<file path="src/pkg/pmwc_cfg.svh">
`ifndef PMWC_CFG_SVH
`define PMWC_CFG_SVH
// ****************************************
// wake source bit positions
// ****************************************
`define PMWC_SRC_DIO       0
`define PMWC_SRC_TMR0      1
`define PMWC_SRC_TMR1      2
`define PMWC_SRC_PCNT0     3
`define PMWC_SRC_PCNT1     4
`define PMWC_SRC_COMP      5
`define PMWC_NUM_SRC       6
`define PMWC_DEEP_WAKE_MSK 6'h21
`define PMWC_PEND_RST      6'h00
// ****************************************
// sleep configuration latch fields
// ****************************************
`define PMWC_CFG_RETAIN    0
`define PMWC_CFG_OSC_STOP  1
`define PMWC_CFG_TMR_OFF   2
`define PMWC_CFG_RST       3'h0
// ****************************************
// widths and timing counts
// ****************************************
`define PMWC_TMR_W         41
`define PMWC_PCNT_W        16
`define PMWC_NUM_DIO       8
`define PMWC_PWR_CNT_W     3
`define PMWC_CPU_PWR_CYC   3'h4
`endif

</file>
<file path="src/pkg/pmwc_pkg.sv">
package pmwc_pkg;
  // one-hot controller states
  typedef enum logic [6:0] {
    st_active = 7'h01,
    st_doze   = 7'h02,
    st_sleep  = 7'h04,
    st_deep   = 7'h08,
    st_svm    = 7'h10,
    st_osc    = 7'h20,
    st_cpupwr = 7'h40
  } pmwc_state_t;
endpackage

</file>
<file path="src/verilog/pmwc_wake_timer.sv">
`include "pmwc_cfg.svh"
module pmwc_wake_timer #(
  parameter int W = `PMWC_TMR_W
) (
  input  wire logic         mclk,
  input  wire logic         rst_n,
  input  wire logic         tick,
  input  wire logic         en,
  input  wire logic [W-1:0] cmp,
  output logic      [W-1:0] count_reg,
  output logic              ev_reg
);
  import pmwc_pkg::*;

  logic [W-1:0] count_inc;

  assign count_inc = count_reg + {{(W-1){1'b0}}, 1'b1};

  // free running count, wraps and never stops on a match
  always_ff @(posedge mclk or negedge rst_n) begin
    if (!rst_n) begin
      count_reg <= '0;
    end else if (en && tick) begin
      count_reg <= count_inc;
    end
  end

  // one-cycle event when the count reaches the compare value
  always_ff @(posedge mclk or negedge rst_n) begin
    if (!rst_n) begin
      ev_reg <= 1'b0;
    end else begin
      ev_reg <= en && tick && (count_inc == cmp);
    end
  end
endmodule // pmwc_wake_timer

</file>
<file path="src/verilog/pmwc_pulse_counter.sv">
`include "pmwc_cfg.svh"
module pmwc_pulse_counter #(
  parameter int W = `PMWC_PCNT_W
) (
  input  wire logic         mclk,
  input  wire logic         rst_n,
  input  wire logic         tick,
  input  wire logic         en,
  input  wire logic         debounce_en,
  input  wire logic         pin_s,
  input  wire logic [W-1:0] match,
  output logic      [W-1:0] count_reg,
  output logic              ev_reg
);
  import pmwc_pkg::*;

  logic         deb_a_reg;
  logic         filt_reg;
  logic         lvl_prev_reg;
  logic         lvl;
  logic         pulse;
  logic [W-1:0] count_inc;

  // debounce: accept a level once two slow-clock samples agree
  always_ff @(posedge mclk or negedge rst_n) begin
    if (!rst_n) begin
      deb_a_reg <= 1'b0;
      filt_reg  <= 1'b0;
    end else if (tick) begin
      deb_a_reg <= pin_s;
      if (deb_a_reg == pin_s) begin
        filt_reg <= pin_s;
      end
    end
  end

  // without debounce the pin is used directly, no slow clock needed
  assign lvl       = debounce_en ? filt_reg : pin_s;
  assign pulse     = en && lvl && !lvl_prev_reg;
  assign count_inc = count_reg + {{(W-1){1'b0}}, 1'b1};

  // rising edge detect
  always_ff @(posedge mclk or negedge rst_n) begin
    if (!rst_n) begin
      lvl_prev_reg <= 1'b0;
    end else begin
      lvl_prev_reg <= lvl;
    end
  end

  // counting carries on through and after a match
  always_ff @(posedge mclk or negedge rst_n) begin
    if (!rst_n) begin
      count_reg <= '0;
      ev_reg    <= 1'b0;
    end else begin
      ev_reg <= pulse && (count_inc == match);
      if (pulse) begin
        count_reg <= count_inc;
      end
    end
  end
endmodule // pmwc_pulse_counter

</file>
<file path="src/verilog/pmwc_top.sv">
`include "pmwc_cfg.svh"
// Function
// - four modes: active, doze, sleep, deep sleep
// - always-on part; timers, oscillator switchable
// - digital domain off during sleep
// - RAM powered in sleep only if retained
// - radio on by baseband, off in sleep
// - doze halts CPU, interrupt resumes it
// - IO levels and pull-ups frozen in sleep
// - stopped slow oscillator restarts on wake
// - sleep ends only on enabled wake source or reset pin
// - pending wake at sleep request rewakes
// - supply, oscillator, CPU power, reset release
// - two 41-bit timers keep counting
// - timers may run in every mode but deep sleep
// - per-pin edge select IO wake
// - IO wake works under alternate functions
// - comparator level change raises wake
// - two 16-bit pulse counters lose none outside deep sleep when debounce is off
// - pulse counters wake without slow oscillator when debounce is off
// - deep sleep stops nearly all functions
// - deep exit by pin or IO/comparator
module pmwc_top #(
  parameter int NUM_DIO = `PMWC_NUM_DIO,
  parameter int TMR_W   = `PMWC_TMR_W,
  parameter int PCNT_W  = `PMWC_PCNT_W
) (
  input  wire logic                 mclk,
  input  wire logic                 rst_n,
  input  wire logic                 external_reset_pin_n,
  input  wire logic                 sleep_req,
  input  wire logic                 deep_sleep_req,
  input  wire logic                 doze_req,
  input  wire logic                 irq_any,
  input  wire logic                 ram_retain_en,
  input  wire logic                 osc_stop_in_sleep,
  input  wire logic                 timers_off_in_sleep,
  input  wire logic                 radio_req,
  input  wire logic                 supply_ok,
  input  wire logic                 hsrc_stable,
  input  wire logic                 osc32k_clk,
  input  wire logic [NUM_DIO-1:0]   digital_io_pins,
  input  wire logic [NUM_DIO-1:0]   dio_wake_en,
  input  wire logic [NUM_DIO-1:0]   dio_wake_rise,
  input  wire logic [NUM_DIO-1:0]   dio_out_core,
  input  wire logic [NUM_DIO-1:0]   dio_pu_core,
  input  wire logic                 comp_in,
  input  wire logic                 comp_wake_en,
  input  wire logic [1:0]           timer_wake_en,
  input  wire logic [TMR_W-1:0]     timer0_cmp,
  input  wire logic [TMR_W-1:0]     timer1_cmp,
  input  wire logic [1:0]           pcnt_in,
  input  wire logic [1:0]           pcnt_wake_en,
  input  wire logic [1:0]           pcnt_debounce_en,
  input  wire logic [PCNT_W-1:0]    pcnt0_match,
  input  wire logic [PCNT_W-1:0]    pcnt1_match,
  input  wire logic [`PMWC_NUM_SRC-1:0] wake_clr,
  output pmwc_pkg::pmwc_state_t     state_reg,
  output logic                      digital_pwr_en_reg,
  output logic                      ram_pwr_en_reg,
  output logic                      radio_pwr_en_reg,
  output logic                      osc32k_run_reg,
  output logic                      timers_pwr_en_reg,
  output logic                      hsrc_en_reg,
  output logic                      cpu_pwr_en_reg,
  output logic                      cpu_reset_n_reg,
  output logic                      cpu_halt_reg,
  output logic                      reset_from_sleep_reg,
  output logic                      io_hold_reg,
  output logic [NUM_DIO-1:0]        dio_out_reg,
  output logic [NUM_DIO-1:0]        dio_pu_reg,
  output logic [`PMWC_NUM_SRC-1:0]  wake_pending_reg,
  output logic [TMR_W-1:0]          timer0_count,
  output logic [TMR_W-1:0]          timer1_count,
  output logic [PCNT_W-1:0]         pcnt0_count,
  output logic [PCNT_W-1:0]         pcnt1_count
);
  import pmwc_pkg::*;

  localparam int SYNC_W = NUM_DIO + 7;

  // ****************************************
  // input synchronisers and edge detect
  // ****************************************
  logic [SYNC_W-1:0]        sync1_reg;
  logic [SYNC_W-1:0]        sync2_reg;
  logic [NUM_DIO-1:0]       dio_prev_reg;
  logic                     comp_prev_reg;
  logic                     osc_prev_reg;
  logic                     edge_arm_reg;
  logic [NUM_DIO-1:0]       dio_s;
  logic                     comp_s;
  logic                     osc_s;
  logic [1:0]               pcnt_s;
  logic                     svm_s;
  logic                     hsrc_s;
  logic                     rst_pin_s;
  logic                     osc_tick;
  logic                     dio_ev;
  logic                     comp_ev;

  // two flops on every pin-side input
  always_ff @(posedge mclk or negedge rst_n) begin
    if (!rst_n) begin
      sync1_reg <= '0;
      sync2_reg <= '0;
    end else begin
      sync1_reg <= {external_reset_pin_n, hsrc_stable, supply_ok,
                    osc32k_clk, pcnt_in, comp_in, digital_io_pins};
      sync2_reg <= sync1_reg;
    end
  end

  assign dio_s     = sync2_reg[NUM_DIO-1:0];
  assign comp_s    = sync2_reg[NUM_DIO];
  assign pcnt_s    = sync2_reg[NUM_DIO+2:NUM_DIO+1];
  assign osc_s     = sync2_reg[NUM_DIO+3];
  assign svm_s     = sync2_reg[NUM_DIO+4];
  assign hsrc_s    = sync2_reg[NUM_DIO+5];
  assign rst_pin_s = sync2_reg[NUM_DIO+6];

  // previous levels for edge detection; edges are armed only once the
  // synchronisers hold real pin levels, so no false edge after reset
  always_ff @(posedge mclk or negedge rst_n) begin
    if (!rst_n) begin
      dio_prev_reg  <= '0;
      comp_prev_reg <= 1'b0;
      osc_prev_reg  <= 1'b0;
      edge_arm_reg  <= 1'b0;
    end else begin
      dio_prev_reg  <= dio_s;
      comp_prev_reg <= comp_s;
      osc_prev_reg  <= osc_s;
      edge_arm_reg  <= rst_pin_s;
    end
  end

  // raw pin level is watched, whatever function owns the pin
  assign dio_ev = edge_arm_reg
                && |(dio_wake_en & ((dio_wake_rise & dio_s & ~dio_prev_reg)
                | (~dio_wake_rise & ~dio_s & dio_prev_reg)));
  assign comp_ev  = edge_arm_reg && (comp_s ^ comp_prev_reg);
  assign osc_tick = osc_s && !osc_prev_reg && osc32k_run_reg;

  // ****************************************
  // timers and pulse counters
  // ****************************************
  logic [1:0] tmr_ev;
  logic [1:0] pc_ev;
  logic       pc_en;

  // timers need only the always-on part; every mode but deep sleep may run them
  pmwc_wake_timer #(.W(TMR_W)) u_tmr0 (
    .mclk      (mclk),
    .rst_n     (rst_n),
    .tick      (osc_tick),
    .en        (timers_pwr_en_reg),
    .cmp       (timer0_cmp),
    .count_reg (timer0_count),
    .ev_reg    (tmr_ev[0])
  );
  pmwc_wake_timer #(.W(TMR_W)) u_tmr1 (
    .mclk      (mclk),
    .rst_n     (rst_n),
    .tick      (osc_tick),
    .en        (timers_pwr_en_reg),
    .cmp       (timer1_cmp),
    .count_reg (timer1_count),
    .ev_reg    (tmr_ev[1])
  );

  assign pc_en = (state_reg != st_deep);

  pmwc_pulse_counter #(.W(PCNT_W)) u_pc0 (
    .mclk        (mclk),
    .rst_n       (rst_n),
    .tick        (osc_tick),
    .en          (pc_en),
    .debounce_en (pcnt_debounce_en[0]),
    .pin_s       (pcnt_s[0]),
    .match       (pcnt0_match),
    .count_reg   (pcnt0_count),
    .ev_reg      (pc_ev[0])
  );
  pmwc_pulse_counter #(.W(PCNT_W)) u_pc1 (
    .mclk        (mclk),
    .rst_n       (rst_n),
    .tick        (osc_tick),
    .en          (pc_en),
    .debounce_en (pcnt_debounce_en[1]),
    .pin_s       (pcnt_s[1]),
    .match       (pcnt1_match),
    .count_reg   (pcnt1_count),
    .ev_reg      (pc_ev[1])
  );

  // ****************************************
  // wake pending flags
  // ****************************************
  logic [`PMWC_NUM_SRC-1:0] src_ev;
  logic [`PMWC_NUM_SRC-1:0] src_en;
  logic [`PMWC_NUM_SRC-1:0] pend_next;
  logic                     wake_go;
  logic                     deep_go;

  assign src_ev    = {comp_ev, pc_ev, tmr_ev, dio_ev};
  assign src_en    = {comp_wake_en, pcnt_wake_en, timer_wake_en,
                      |dio_wake_en};
  assign pend_next = (wake_pending_reg & ~wake_clr) | src_ev;

  // sticky per source, a new event beats a clear
  always_ff @(posedge mclk or negedge rst_n) begin
    if (!rst_n) begin
      wake_pending_reg <= `PMWC_PEND_RST;
    end else begin
      wake_pending_reg <= pend_next;
    end
  end

  assign wake_go = |(wake_pending_reg & src_en);
  assign deep_go = |(wake_pending_reg & src_en & `PMWC_DEEP_WAKE_MSK);

  // ****************************************
  // mode state machine
  // ****************************************
  pmwc_state_t               state_next;
  logic [`PMWC_PWR_CNT_W-1:0] pwr_cnt_reg;
  logic [2:0]                cfg_reg;
  logic [2:0]                cfg_next;
  logic                      sleep_entry;
  logic                      deep_entry;

  assign deep_entry  = (state_reg == st_active) && deep_sleep_req;
  assign sleep_entry = (state_reg == st_active) && sleep_req
                       && !deep_sleep_req;

  // mode transitions; the reset pin restarts power-up from anywhere
  always_comb begin
    state_next = state_reg;
    if (!rst_pin_s) begin
      state_next = st_svm;
    end else begin
      case (state_reg)
        st_active: begin
          if (deep_sleep_req) begin
            state_next = st_deep;
          end else if (sleep_req) begin
            state_next = st_sleep;
          end else if (doze_req) begin
            state_next = st_doze;
          end
        end
        st_doze: begin
          if (irq_any) begin
            state_next = st_active;
          end
        end
        st_sleep: begin
          if (wake_go) begin
            state_next = st_svm;
          end
        end
        st_deep: begin
          if (deep_go) begin
            state_next = st_svm;
          end
        end
        st_svm: begin
          if (svm_s) begin
            state_next = st_osc;
          end
        end
        st_osc: begin
          if (hsrc_s) begin
            state_next = st_cpupwr;
          end
        end
        st_cpupwr: begin
          if (pwr_cnt_reg == `PMWC_CPU_PWR_CYC) begin
            state_next = st_active;
          end
        end
        default: state_next = st_svm;
      endcase
    end
  end

  // state register
  always_ff @(posedge mclk or negedge rst_n) begin
    if (!rst_n) begin
      state_reg <= st_svm;
    end else begin
      state_reg <= state_next;
    end
  end

  // settle count with CPU power on before reset release
  always_ff @(posedge mclk or negedge rst_n) begin
    if (!rst_n) begin
      pwr_cnt_reg <= '0;
    end else if (state_reg == st_cpupwr) begin
      pwr_cnt_reg <= pwr_cnt_reg + {{(`PMWC_PWR_CNT_W-1){1'b0}}, 1'b1};
    end else begin
      pwr_cnt_reg <= '0;
    end
  end

  // sleep options latched at entry, digital side is off afterwards
  always_comb begin
    cfg_next = cfg_reg;
    if (!rst_pin_s || deep_entry) begin
      cfg_next = `PMWC_CFG_RST;
    end else if (sleep_entry) begin
      cfg_next = {timers_off_in_sleep, osc_stop_in_sleep, ram_retain_en};
    end
  end

  always_ff @(posedge mclk or negedge rst_n) begin
    if (!rst_n) begin
      cfg_reg <= `PMWC_CFG_RST;
    end else begin
      cfg_reg <= cfg_next;
    end
  end

  // firmware flag: last restart came out of sleep
  always_ff @(posedge mclk or negedge rst_n) begin
    if (!rst_n) begin
      reset_from_sleep_reg <= 1'b0;
    end else if (!rst_pin_s) begin
      reset_from_sleep_reg <= 1'b0;
    end else if (state_reg == st_sleep && wake_go) begin
      reset_from_sleep_reg <= 1'b1;
    end else if (state_reg == st_deep && deep_go) begin
      reset_from_sleep_reg <= 1'b0;
    end
  end

  // ****************************************
  // power domain and clock controls
  // ****************************************
  logic ns_run;
  logic ns_slp;
  logic ns_deep;
  logic ns_cpu;
  logic ns_boot;

  assign ns_run  = (state_next == st_active) || (state_next == st_doze);
  assign ns_slp  = (state_next == st_sleep);
  assign ns_deep = (state_next == st_deep);
  assign ns_cpu  = (state_next == st_cpupwr);
  assign ns_boot = (state_next == st_svm) || (state_next == st_osc);

  // outputs follow the next state so they line up with state_reg
  always_ff @(posedge mclk or negedge rst_n) begin
    if (!rst_n) begin
      digital_pwr_en_reg <= 1'b0;
      ram_pwr_en_reg     <= 1'b0;
      radio_pwr_en_reg   <= 1'b0;
      osc32k_run_reg     <= 1'b1;
      timers_pwr_en_reg  <= 1'b1;
      hsrc_en_reg        <= 1'b0;
      cpu_pwr_en_reg     <= 1'b0;
      cpu_reset_n_reg    <= 1'b0;
      cpu_halt_reg       <= 1'b0;
      io_hold_reg        <= 1'b1;
    end else begin
      digital_pwr_en_reg <= ns_run || ns_cpu;
      ram_pwr_en_reg     <= ns_run || ns_cpu || ((ns_slp || ns_boot)
                            && cfg_next[`PMWC_CFG_RETAIN]);
      radio_pwr_en_reg   <= ns_run && radio_req;
      osc32k_run_reg     <= !ns_deep && !(ns_slp
                            && cfg_next[`PMWC_CFG_OSC_STOP]);
      timers_pwr_en_reg  <= !ns_deep && !(ns_slp
                            && cfg_next[`PMWC_CFG_TMR_OFF]);
      hsrc_en_reg        <= ns_run || ns_cpu
                            || (state_next == st_osc);
      cpu_pwr_en_reg     <= ns_run || ns_cpu;
      cpu_reset_n_reg    <= ns_run;
      cpu_halt_reg       <= (state_next == st_doze);
      io_hold_reg        <= !ns_run;
    end
  end

  // IO levels only follow the core while it runs
  always_ff @(posedge mclk or negedge rst_n) begin
    if (!rst_n) begin
      dio_out_reg <= '0;
      dio_pu_reg  <= '0;
    end else if (ns_run) begin
      dio_out_reg <= dio_out_core;
      dio_pu_reg  <= dio_pu_core;
    end
  end
endmodule // pmwc_top

</file>
<file path="config.mk">
export PLATFORM = sky130hd
export DESIGN_NAME = pmwc_top
export DESIGN_NICKNAME = d
export VERILOG_FILES = /design/src/pkg/pmwc_pkg.sv /design/src/verilog/pmwc_wake_timer.sv /design/src/verilog/pmwc_pulse_counter.sv /design/src/verilog/pmwc_top.sv
export VERILOG_INCLUDE_DIRS = /design/src /design/src/pkg
export SDC_FILE = /design/constraint.sdc
export NUM_CORES = 1
export LEC_CHECK = 0
export BUFFER_PORTS_ARGS = -buffer_cell sky130_fd_sc_hd__buf_2
export CAP_MARGIN = 20
export CORE_ASPECT_RATIO = 1.1
export CORE_UTILIZATION = 23
export CTS_CLUSTER_DIAMETER = 50
export DETAILED_ROUTE_END_ITERATION = 6
export GPL_TIMING_DRIVEN = 0
export PLACE_DENSITY = 0.51
export SLEW_MARGIN = 30
export SYNTH_ARGS = -nofsm -noshare
export SYNTH_HDL_FRONTEND = slang
export SYNTH_SLANG_ARGS = --single-unit
export TNS_END_PERCENT = 30
</file>
<file path="constraint.sdc">
create_clock -name mclk -period 4.4 [get_ports mclk]
set_input_delay 1.1 -clock mclk [delete_from_list [all_inputs] [get_ports mclk]]
set_output_delay 1.1 -clock mclk [all_outputs]
set_load 0.005 [all_outputs]
</file>
# After elaboration in Yosys (flattened, before gate mapping)
# Cells that the tools add are included.
# W data, S select, Z words.
[totals]
regBits = 210
input_bits = 184
out_inout_bits = 154
word_cells = 143
[op_classes]
addsub = 5
n_eq_ne = 23
n_mux = 19
bitwise_logic = 14
n_reduce_logical = 46
[ops]
columns = ["cell", "count"]
rows = [
  ["$add A41 B1 Y41 const B", 2],
  ["$eq A41 B41 Y1", 2],
  ["$mux W7", 10],
  ["$pmux W7 S7", 1],
  ["$and A8 B8 Y8", 5],
  ["$add A16 B1 Y16 const B", 2],
  ["$eq A16 B16 Y1", 2],
  ["$logic_and A1 B1 Y1", 24],
  ["$not A8 Y8", 3],
  ["$reduce_or A8 Y1", 2],
  ["$eq A7 B1 Y1 const B", 2],
  ["$eq A7 B2 Y1 const B", 2],
  ["$eq A7 B3 Y1 const B", 2],
  ["$eq A7 B4 Y1 const B", 2],
  ["$eq A7 B5 Y1 const B", 2],
  ["$eq A7 B6 Y1 const B", 2],
  ["$eq A7 B7 Y1 const B", 2],
  ["$and A6 B6 Y6", 2],
  ["$logic_not A1 Y1", 9],
  ["$mux W3", 3],
  ["$or A8 B8 Y8", 1],
  ["$logic_or A1 B1 Y1", 7],
  ["$ne A7 B4 Y1 const B", 1],
  ["$not A6 Y6", 1],
  ["other kinds (10)", 16],
]

# Depth between registers and ports, before layout
# Gate-level depths: netlist (run 1).
[logic_depth]
depth_word = 11
ltp_mapped = 10
depth_no_buf = 9

# Hierarchy
# Synthesis (run 1) repeated with hierarchy kept, for this count alone.
[hier_totals]
hier_cells = 1317
area_unflattened_um2 = 12742.2
[by_module_without_submodules]
columns = ["module", "instances", "cells_each", "area_per_inst_um2", "seq_area_each_um2"]
rows = [
  ["pmwc_wake_timer", 2, 365, 3254.4, 1051.0],
  ["pmwc_top", 1, 281, 3410.8, 2157.1],
  ["pmwc_pulse_counter", 2, 153, 1411.4, 500.5],
]

# Worst setup path before layout (run 1)
# Ideal clock, no wire load.
[synth_timing]
path_kind = "in2reg"
start = "in irq_any"
end = "reg dio_out_reg[0]"
t_arrival_ps = 2843
t_required_ps = 4275
path_slack_ps = 1432
stages = 8
path_buffers = 1
cell_sequence = "or3b_1 > a21o_1 > a21oi_1 > nor2_1 > a311o_2 > o31ai_4 > buf_6 > mux2_4"
[synth_between]
elab_chain_cells = 5
word_cells_on_any_way = 6
[synth_lines]
columns = ["item", "line_no", "source"]
rows = [
  ["start, declared", "pmwc_top.sv:34", "input wire logic irq_any,"],
  ["$mux W7 (*)", "pmwc_top.sv:254", "if (irq_any) begin"],
  ["$pmux W7 S7 (*)", "pmwc_top.sv:243", "case (state_reg)"],
  ["$mux W7 (*)", "pmwc_top.sv:240", "if (!rst_pin_s) begin"],
  ["$eq A7 B1 Y1 or $eq A7 B2 Y1 (tied branches)", "pmwc_top.sv:348", "assign ns_run = (state_next == st_active) || (state_next == st_doze);"],
  ["$logic_or A1 B1 Y1 (*)", "pmwc_top.sv:348", ""],
  ["end signal, assigned", "pmwc_top.sv:391", "dio_out_reg <= dio_out_core;"],
  ["end, declared", "pmwc_top.sv:70", "output logic [NUM_DIO-1:0] dio_out_reg,"],
]
# Every way passes the cells marked *; elsewhere a longest branch is shown, timed or not.
# A chain may end at the register's enable or synchronous reset.

# Final worst setup path (run 1)
[layout_timing]
start = "reg u_tmr1.count_reg[0]"
end = "reg u_tmr1.ev_reg"
[layout_between]
elab_chain_cells = 3
[layout_lines]
columns = ["item", "line_no", "source"]
rows = [
  ["start, declared", "pmwc_wake_timer.sv:10", "output logic [W-1:0] count_reg,"],
  ["start signal, assigned", "pmwc_wake_timer.sv:24", "count_reg <= count_inc;"],
  ["$add A41 B1 Y41", "pmwc_wake_timer.sv:17", "assign count_inc = count_reg + {{(W-1){1'b0}}, 1'b1};"],
  ["$eq A41 B41 Y1", "pmwc_wake_timer.sv:33", "ev_reg <= en && tick && (count_inc == cmp);"],
  ["$logic_and A1 B1 Y1", "pmwc_wake_timer.sv:33", ""],
  ["end signal, assigned", "pmwc_wake_timer.sv:33", ""],
  ["end, declared", "pmwc_wake_timer.sv:11", "output logic ev_reg"],
]
# Every way passes these cells.

==> metrics.cfg, run 1 <==
[clock_tree]
numCtsBuffers = 38
cts_resized = 0
ctsHoldBuffers = 0
htreeDepth = 2
cts.sinks = 210
clockBufferDepth = 3
clk_latency_ns = 0.54
cts.clk_slew.worst_paths_ns = 0.05
post-cts-setup-buffers = 0
cts_tree = done
root_buffer = clkbuf_16

[placement]
dp_cells = 2286
io_buffer_count = 336
gp_congestion = 0.880
dpl.hpwl_mm = 32.4
dpl_cell_area_um2 = 15000

[worst_setup_path]
crit_required_ns = 4.78
crit_chain = ha_1, nand3_1, nor4_4, nand4_2, nor4_1, o221ai_1, a2111o_1, nor4_2
cpPeakStageDelay_ns = 0.67
crit_path_end_kind = flip-flop
crit_slowest_cell = nor4_4
start_kind = flip-flop
crit_fanout = 10
critPathTopFamily = simple AND/OR/NAND/NOR gates
crit_type = flip-flop to flip-flop
cp.arrival_ns = 3.97
path_buf_inv = 0

[detailed_routing]
wl_per_cell_um = 17.6
drcViolationCount = 0
routed_wl_mm = 41.4
routed_via_density = 4.70
ant_nets = 0
dr_total_vias = 11100
drt_pass1_iterations = 5
drtIter0Drc = 583

[die]
start_util_pct = 23.5
fp.dieW_um = 223
coreArea_um2 = 52900
io_pins = 338
row_count = 88
die-area_um2 = 54800
die_y_um = 246

[sta]
drv_slew = 0
setup_viol = 0
hold_viol_final = 0
slew_headroom_pct = 31.7
holdWs_ns = 0.342
tns_ns = 0
period_share_pct = 81.6
finalCriticalPeriod_ns = 3.59
fin_skew_ns = 0.00902
rsz0062_at_grt = false
worst_slew_pin_slew_ns = 1.03
max_freq_mhz = 279

[final_layout]
area_delta_synth_final_pct = 31.1
stdcell_count = 2356
postLayoutCellArea_um2 = 16300
drive_gt1_share_pct = 29.6
nets = 1841
nFillCells = 5586

[worst_hold_path]
holdCritPathClass = flip-flop to flip-flop

[power]
peakVddDrop_mv = 0.278
power_frac_seq_pct = 36.5
powerDensity_nw_per_um2 = 377
swShare_pct = 29.9
power_uw = 6130
p_clk_share_pct = 46.9
p_int_uw = 4300
p_sw_uw = 1830
leakagePower_uw = 0.00756
combPwrFrac_pct = 16.6

[synth]
avgSynthCellArea_um2 = 9.74
ys_seq_area_share_pct = 42.4
synth_top_area_share_pct = 41.6
async_flop_share_pct = 100
netlist_area_um2 = 12400
yosys.area.top_type = dfrtp_1
synth_cell_type_count = 87
syn-num-nets = 1463
ys_ff_latch = 210
ys_top_cells_by_count = dfrtp_1, xnor2_1, nand2_1, xor2_1, nor2_1
syn_inst = 1273
yosysMostFrequentCell = dfrtp_1
synth_edf_count = 0
synth_flop_cell = dfrtp_1
ys.warnings.count = 0
synth_area_leaders = dfrtp_1, xnor2_1, xor2_1

[global_routing]
grt-ovfl-total = 0
grt_pass1_vias = 11400
grt_antenna_before_repair = 3
grt.total_usage_pct = 15.1
grt_max_degree = 79
grt_pass1_wl_mm = 64.9

[run]
cap_violations = 0

[outcome]
status = complete, no violations

[path summary, 6_finish.rpt]
path	from	endpoint	slack, ns	cells after the start
worst max-delay path	u_tmr1.count_reg[0]	u_tmr1.ev_reg	0.81	8
worst min-delay path	sync1_reg[1]	sync2_reg[1]	0.34	0
worst max register to register	u_tmr1.count_reg[0]	u_tmr1.ev_reg	0.81	8
worst min register to register	sync1_reg[1]	sync2_reg[1]	0.34	0
max in group asynchronous	rst_n	u_tmr0.count_reg[24]	2.97	2
min in group asynchronous	rst_n	u_pc1.count_reg[1]	0.53	1
[power groups by stage]
stage               clock [uW]  sequential, uW  combinational, uW
floorplan                    0            2240                577
global placement             0            2260               1010
detailed placement           0            2270               1030
global route              3060            2260               1140
finish                    2880            2240               1020
CTS                       2970            2240               1040
[through the flow]
stage	util [%]	setup slack, ns
global placement	28.2	-1.80
floorplan	-	1.43
finish	30.8	0.811
global route	30.8	0.536
CTS	30.8	0.647
detailed placement	28.4	0.656
[placed cells by master, fill, tap and decap left out, drive strengths merged, types with 6 or more instances in the layout]
cell	count
and4	11
and3	21
a21o	9
nand4	61
nand4b	8
dfrtp	206
and2	17
or3	6
nor3b	6
or3b	6
nor4	35
a31oi	8
nor3	43
xor2	99
clkinv	18
nor2	77
xnor2	162
clkbuf	64
ha	6
a22oi	8
a21oi	22
nand2	133
inv	42
o21ai	43
buf	373
mux2	20
mux2i	8
nand3	54
nand2b	13
[metal layers]
layer  vias to the layer above  global-route usage (%)  share of wire (%)
li1                       5278                       -                  -
met1                      5388                    18.8                 43
met2                       341                    25.9                 49
met3                        63                    3.11                5.6
met4                         0                    5.08                2.5
met5                         -                       0                  0
[logic make-up (layout without fill, tap and decap cells)]
| group | count (synthesis) | in the layout | share of synthesized area [%] |
|---|---|---|---|
| other | 0 | 1 | 0 |
| flip-flops | 210 | 210 | 42.4 |
| multiplexers | 28 | 28 | 2.89 |
| AO/OA/AOI/OAI | 155 | 155 | 9.07 |
| AND/OR/NAND/NOR | 519 | 519 | 23.1 |
| buffers and inverters | 94 | 501 | 3.50 |
| XOR/XNOR | 261 | 261 | 18.4 |
| adder cells (fa/ha/maj) | 6 | 6 | 0.605 |
[area by class of cell]
| cell class | count | area, um^2 | share of cell area, % |
|---|---|---|---|
| diodes | 1 | 2.50 | 0.0154 |
| plain buffers | 57 | 295 | 1.82 |
| clock buffers | 42 | 997 | 6.13 |
| clock inverters | 27 | 253 | 1.55 |
| inverters | 37 | 139 | 0.854 |
| multi-input cells | 969 | 6720 | 41.3 |
| flip-flops and latches | 210 | 5260 | 32.3 |
| well taps | 675 | 845 | 5.19 |
| repair buffers | 338 | 1750 | 10.7 |
Note: power is estimated with default switching activity, not from simulation.
==> run 2: changes to the inputs <==
PLACE_DENSITY = 0.53   (was 0.51)
clock period = 3.01 ns   (was 4.4 ns; I/O delays follow)
==> run 2 against run 1 <==
  * Die area unchanged
  * Global-route usage hardly changed
  * Wire length increased by 1.1%
  * Via count is 0.65% higher
  * Non-clock buffer count rose by 14
  * Critical path depth stayed put
  * Register-to-register slack got worse by 0.70 ns
  * Sequential share of layout area fell by 0.81 points
  * Hold slack got worse by 0.19 ns
  * Core utilization rose by 0.85 points
  * Clock skew increased by 0.0051 ns
  * Sequential power increased by 47%
  * Largest cell class unchanged
==> metrics.cfg, run 2 (synthesis gave the netlist of run 1 again) <==
[outcome]
status = complete, no violations  ; unchanged

[detailed_routing]
drt_pass1_iterations = 5  ; unchanged
ant_nets = 0  ; unchanged
dr_wl_met3_mm = 2.00  ; was 2.33 mm
drcViolationCount = 0  ; unchanged
wl_per_cell_um = 17.7  ; was 17.6 um
highest-signal-layer = met4  ; unchanged
route.met2.wl_mm = 20.4  ; was 20.2 mm
met1Wirelength_mm = 18.3  ; was 17.9 mm
routed_wl_mm = 41.9  ; was 41.4 mm
dr_total_vias = 11100  ; about the same
routed_via_density = 4.70  ; about the same
drtIter0Drc = 649  ; was 583

[global_routing]
grt_max_degree = 81  ; was 79
grt_pass1_wl_mm = 64.6  ; was 64.9 mm
grt-ovfl-total = 0  ; unchanged
grt_pass1_vias = 11200  ; was 11,400
grt_antenna_before_repair = 1  ; was 3
grt.total_usage_pct = 15.1  ; about the same

[power]
swShare_pct = 29.1  ; was 29.9%
combPwrFrac_pct = 17.5  ; was 16.6%
power_frac_seq_pct = 35.6  ; was 36.5%
p_int_uw = 6540  ; was 4300 uW
peakVddDrop_mv = 0.281  ; was 0.278 mV
power_uw = 9230  ; was 6130 uW
p_clk_share_pct = 46.9  ; about the same
powerDensity_nw_per_um2 = 553  ; was 377 nW/um^2
leakagePower_uw = 0.00786  ; was 0.00756 uW
p_sw_uw = 2690  ; was 1830 uW

[die]
start_util_pct = 23.5  ; unchanged
fp.dieW_um = 223  ; unchanged
io_pins = 338  ; unchanged
die-area_um2 = 54800  ; unchanged
coreArea_um2 = 52900  ; unchanged
die_y_um = 246  ; unchanged
row_count = 88  ; unchanged

[worst_setup_path]
start_kind = flip-flop  ; unchanged
crit_fanout = 7  ; was 10
crit_required_ns = 3.41  ; was 4.78 ns
crit_type = flip-flop to flip-flop  ; unchanged
crit_path_end_kind = flip-flop  ; unchanged
cp.arrival_ns = 3.30  ; was 3.97 ns

[sta]
setup_viol = 0  ; unchanged
drv_slew = 0  ; unchanged
slew_headroom_pct = 42.7  ; was 31.7%
hold_viol_final = 0  ; unchanged
period_share_pct = 96.2  ; was 81.6%
fin_skew_ns = 0.0141  ; was 0.00902 ns
finalCriticalPeriod_ns = 2.89  ; was 3.59 ns
worst_slew_pin_slew_ns = 0.859  ; was 1.03 ns
max_freq_mhz = 345  ; was 279 MHz
rsz0062_at_grt = true  ; was false

[clock_tree]
htreeDepth = 2  ; unchanged
clk_latency_ns = 0.54  ; about the same
cts.clk_slew.worst_paths_ns = 0.06  ; was 0.05 ns
root_buffer = clkbuf_16  ; unchanged
clockBufferDepth = 3  ; unchanged
numCtsBuffers = 38  ; unchanged
cts_tree = done  ; unchanged
cts.sinks = 210  ; unchanged

[placement]
dpl.hpwl_mm = 31.9  ; was 32.4 mm
dpl_cell_area_um2 = 15000  ; about the same
gp_congestion = 0.890  ; was 0.880
io_buffer_count = 336  ; unchanged

[final_layout]
postLayoutCellArea_um2 = 16700  ; was 16,300 um^2
area_delta_synth_final_pct = 34.7  ; was 31.1%
final_cell_mix = buf_2, dfrtp_1, xnor2_1, nand2_1, xor2_1  ; unchanged
final_common_cell = buf_2  ; unchanged
drive_gt1_share_pct = 32.1  ; was 29.6%
nets = 1855  ; was 1,841

[run]
cap_violations = 0  ; unchanged

[worst_hold_path]
holdCritPathClass = primary input to asynchronous set/reset pin  ; was flip-flop to flip-flop

[run 2: changes by cell type in the layout (fill, tap and decap cells not counted), moves of 4 or more]
cell      previous run  this run
nor4_1              29        23
dfrtp_2              0         7
clkbuf_8             1         5
clkinv_4             8         1
nor4_4               2         9
nor3_1              39        34
dfrtp_1            206       199
buf_4                9        26
nor3_4               0         5
[run 2: power by group through the flow]
stage | clock network [uW] | registers (uW) | logic [uW]
global route | 4610 | 3320 | 1790
finish | 4330 | 3290 | 1610
floorplan | 0 | 3270 | 844
global placement | 0 | 3320 | 1460
detailed placement | 0 | 3330 | 1490
CTS | 4500 | 3300 | 1550
[run 2: timing repair]
action	in CTS	in global routing
setup endpoints to repair	40	17
hold buffers	0	0
pin swaps	8	7
buffers inserted	7	10
resized for setup	38	21
[run 2: final timing paths]
| check | from | slack [ns] | endpoint | depth (start not counted) |
|---|---|---|---|---|
| setup / recovery | u_tmr0.count_reg[5] | 0.12 | u_tmr0.ev_reg | 8 |
| hold / removal | rst_n | 0.15 | u_pc1.count_reg[0] | 1 |
| setup reg to reg | u_tmr0.count_reg[5] | 0.12 | u_tmr0.ev_reg | 8 |
| hold reg to reg | sync1_reg[9] | 0.34 | sync2_reg[9] | 0 |
| max in group asynchronous | rst_n | 2.01 | u_tmr0.count_reg[6] | 2 |
| min in group mclk | digital_io_pins[3] | 0.32 | sync1_reg[3] | 1 |
[run 2: layout make-up]
cell class | instances | area [um^2]
clock inverters | 18 | 206
fillers | 5512 | 36100
diodes | 1 | 2.50
plain buffers | 54 | 298
clock buffers | 51 | 1070
repair buffers | 355 | 1890
inverters | 37 | 139
multi-input cells | 969 | 6990
flip-flops and latches | 210 | 5270
well taps | 675 | 845
[run 2: routing by layer]
layer	global-route usage, %	vias to the layer above
met5	0	-
met4	5.38	0
met3	2.70	83
met2	25.6	338
met1	19.1	5430
li1	-	5291
[run 2: metrics by stage]
stage / cells / TNS, ns / hold slack, ns / setup WS, ns / util, %
2_1_floorplan: 1273 / 0 / 0.331 / 0.389 / -
3_3_place_gp: 2284 / -609.24 / 0.333 / -2.87 / 28.2
3_5_place_dp: 2286 / -19.78 / 0.336 / -0.845 / 28.4
4_1_cts: 2360 / 0 / 0.131 / 0.000694 / 31.3
5_1_grt: 2370 / -0.0545 / 0.142 / -0.0491 / 31.6
6_report: 2370 / 0 / 0.147 / 0.115 / 31.6
[run 2: critical path, stage by stage, from the launching register on]
cell and delay (ns):
dfrtp_1 0.52, nand3_2 0.24, or4_4 0.53, buf_6 0.15, o31ai_4 0.16, nand3_1 0.15, a2111oi_2 0.38, nand3_1 0.18
nor4b_4 0.45
==> run 3: changes to the inputs <==
SYNTH_HIERARCHICAL = 1   (was default)
==> run 3 against run 2 <==
  * Synthesized area rose by 2.8%
  * Clock skew rose by 0.010 ns
  * Register-to-register slack got worse by 0.06 ns
  * Worst setup slack got worse by 0.058 ns
  * Combinational power rose by 12%
  * First-iteration DRC count fell by 29%
  * Total power rose by 7.2%
  * Non-clock buffer count fell by 1
  * Sequential cell count did not move
  * Critical path type unchanged
  * Critical endpoint is now u_tmr0/ev_reg
  * Largest power group unchanged
==> metrics.cfg, run 3 <==
[synth]
ys.warnings.count = 6  ; was 0
async_flop_share_pct = 100  ; unchanged
syn_inst = 1317  ; was 1,273
synth_area_leaders = dfrtp_1, xnor2_1, xor2_1  ; unchanged
synth_flop_cell = dfrtp_1  ; unchanged
ys_ff_latch = 210  ; unchanged
synth_cell_type_count = 74  ; was 87
syn-num-nets = 1507  ; was 1,463
avgSynthCellArea_um2 = 9.68  ; was 9.74 um^2
yosys.area.top_type = dfrtp_1  ; unchanged
netlist_area_um2 = 12700  ; was 12,400 um^2
synth_top_area_share_pct = 40.5  ; was 41.6%
ys_seq_area_share_pct = 41.3  ; was 42.4%
synth_edf_count = 0  ; unchanged
ys_top_cells_by_count = dfrtp_1, xnor2_1, nand2_1, xor2_1, nor2_1  ; unchanged
yosysMostFrequentCell = dfrtp_1  ; unchanged

[power]
powerDensity_nw_per_um2 = 579  ; was 553 nW/um^2
peakVddDrop_mv = 0.316  ; was 0.281 mV
leakagePower_uw = 0.00806  ; was 0.00786 uW
power_uw = 9890  ; was 9230 uW

[final_layout]
final_common_cell = buf_2  ; unchanged
stdcell_count = 2474  ; was 2,370
postLayoutCellArea_um2 = 17100  ; was 16,700 um^2
drive_gt1_share_pct = 31.1  ; was 32.1%
area_delta_synth_final_pct = 34.2  ; was 34.7%
final_cell_mix = buf_2, dfrtp_1, xnor2_1, nand2_1, xor2_1  ; unchanged
nets = 1891  ; was 1,855

[sta]
fin_skew_ns = 0.0243  ; was 0.0141 ns
max_freq_mhz = 339  ; was 345 MHz
finalCriticalPeriod_ns = 2.95  ; was 2.89 ns
tns_ns = 0  ; unchanged
worst_slew_pin_slew_ns = 0.885  ; was 0.859 ns
slew_headroom_pct = 41.0  ; was 42.7%
rsz0062_at_grt = true  ; unchanged
hold_viol_final = 0  ; unchanged
setup_viol = 0  ; unchanged
period_share_pct = 98.1  ; was 96.2%
holdWs_ns = 0.0864  ; was 0.147 ns
drv_slew = 0  ; unchanged

[clock_tree]
cts.sinks = 210  ; unchanged
cts_tree = done  ; unchanged
htreeDepth = 2  ; unchanged
numCtsBuffers = 42  ; was 38
ctsHoldBuffers = 0  ; unchanged
root_buffer = clkbuf_16  ; unchanged
clockBufferDepth = 3  ; unchanged
clk_latency_ns = 0.54  ; about the same
cts.clk_slew.worst_paths_ns = 0.05  ; was 0.06 ns

[detailed_routing]
routed_wl_mm = 42.0  ; was 41.9 mm
ant_nets = 0  ; unchanged
drcViolationCount = 0  ; unchanged
drtIter0Drc = 460  ; was 649
routed_via_density = 4.60  ; was 4.70
dr_total_vias = 11400  ; was 11,100
drt_pass1_iterations = 5  ; unchanged
wl_per_cell_um = 17.0  ; was 17.7 um

[die]
coreArea_um2 = 54800  ; was 52,900 um^2
row_count = 90  ; was 88
die_y_um = 249  ; was 246 um
io_pins = 338  ; unchanged
fp.dieW_um = 226  ; was 223 um
die-area_um2 = 56300  ; was 54,800 um^2
start_util_pct = 23.2  ; was 23.5%

[outcome]
status = complete, no violations  ; unchanged

[worst_setup_path]
crit_path_end_kind = flip-flop  ; unchanged
crit_fanout = 10  ; was 7
cp-startpoint = u_tmr0/count_reg[3]  ; was u_tmr0.count_reg[5]
cp.arrival_ns = 3.40  ; was 3.30 ns
crit_type = flip-flop to flip-flop  ; unchanged
worst-r2r-cell-count = 9  ; was 8
r2r_end = u_tmr0/ev_reg  ; was u_tmr0.ev_reg
rrSetupSlack_ns = 0.06  ; was 0.12 ns
r2r-start = u_tmr0/count_reg[3]  ; was u_tmr0.count_reg[5]
crit_required_ns = 3.45  ; was 3.41 ns
start_kind = flip-flop  ; unchanged

[global_routing]
grt_pass1_vias = 11600  ; was 11,200
grt_max_degree = 71  ; was 81
grt_pass1_wl_mm = 65.2  ; was 64.6 mm
grt.total_usage_pct = 14.7  ; was 15.1%
grt-ovfl-total = 0  ; unchanged
grt_antenna_before_repair = 6  ; was 1

[placement]
io_buffer_count = 337  ; was 336
dp_cells = 2393  ; was 2,286
dpl_cell_area_um2 = 15500  ; was 15,000 um^2
dpl.hpwl_mm = 31.9  ; about the same
gp_congestion = 0.867  ; was 0.890

[run]
cap_violations = 0  ; unchanged

[worst_hold_path]
holdCritPathClass = primary input to asynchronous set/reset pin  ; unchanged

[run 3: changes by cell type after synthesis, moves of 7 or more]
cell     delta
nand3_1    +21
nor4_1      +9
o21a_1     +12
xor2_1      +8
or4_1       +9
nor2_1     +16
nand2_1     -7
nand4_1    -14
[run 3: how the worst max path moves through the flow]
| stage | cells after the start | to |
|---|---|---|
| 4_1_cts | 9 | u_tmr1/ev_reg |
| 5_1_grt | 9 | u_tmr0/ev_reg |
| 3_5_place_dp | 8 | u_pc0/ev_reg |
| 2_1_floorplan | 8 | u_pc0/ev_reg |
| 6_report | 9 | u_tmr0/ev_reg |
| 3_3_place_gp | 1 | dio_pu_reg[2] |
[run 3: stage by stage]
stage               util (%)  worst slack (ns)
floorplan                  -             0.492
global placement        28.0             -2.89
detailed placement      28.2            -0.635
CTS                     31.1            0.0114
global route            31.2           -0.0539
finish                  31.2            0.0573
[run 3: routing by layer]
layer | track usage (%) | vias to the layer above | routed length, um
met5 | 0 | - | 22
met4 | 5.17 | 4 | 1170
met1 | 18.5 | 5559 | 18400
met2 | 24.7 | 328 | 20200
li1 | - | 5422 | -
met3 | 3.22 | 73 | 2240
[run 3: timing repair]
| item | 4_1_cts | 5_1_grt |
|---|---|---|
| gates cloned | 0 | 0 |
| gates resized for setup | 15 | 10 |
| pin swaps | 3 | 2 |
| hold endpoints to repair | 0 | 0 |
| buffers inserted | 3 | 0 |
| setup endpoints to repair | 18 | 4 |
[run 3: logic make-up (layout without fill, tap and decap cells)]
| logic type | after synthesis | count (layout) | share of synthesized area, % |
|---|---|---|---|
| and+or+nand+nor | 550 | 550 | 24.1 |
| xor gates and xnor gates | 273 | 273 | 18.9 |
| DFF | 210 | 210 | 41.3 |
| AOI/OAI and AO/OA | 148 | 148 | 8.54 |
| buffers and inverters | 106 | 523 | 4.08 |
| muxes | 24 | 24 | 2.49 |
| adders and majority gates | 6 | 6 | 0.589 |
| other | 0 | 4 | 0 |
[run 3: critical path: stages, from the launching register on]
cell and delay [ns]:
dfrtp_1 0.34, buf_2 0.21, nand3_4 0.18, or4_1 0.52
buf_2 0.19, xnor2_1 0.14, or4_1 0.53, nor4_2 0.23
nand4_1 0.23, nor3_4 0.30
[run 3: report_power, final]
part	internal (uW)	leakage (uW)	total [uW]	switching [uW]
Combinational	754	0.00457	1810	1060
Clock	3220	0.000708	4860	1650
Sequential	3010	0.00278	3220	201
[run 3: final cells by class]
class / instances / area [um^2]
flip-flops and latches: 210 / 5260
diodes: 4 / 10.0
repair buffers: 343 / 1800
clock inverters: 28 / 339
fillers: 5756 / 37700
multi-input cells: 1001 / 7120
clock buffers: 49 / 1130
plain buffers: 65 / 369
inverters: 38 / 143
well taps: 736 / 921
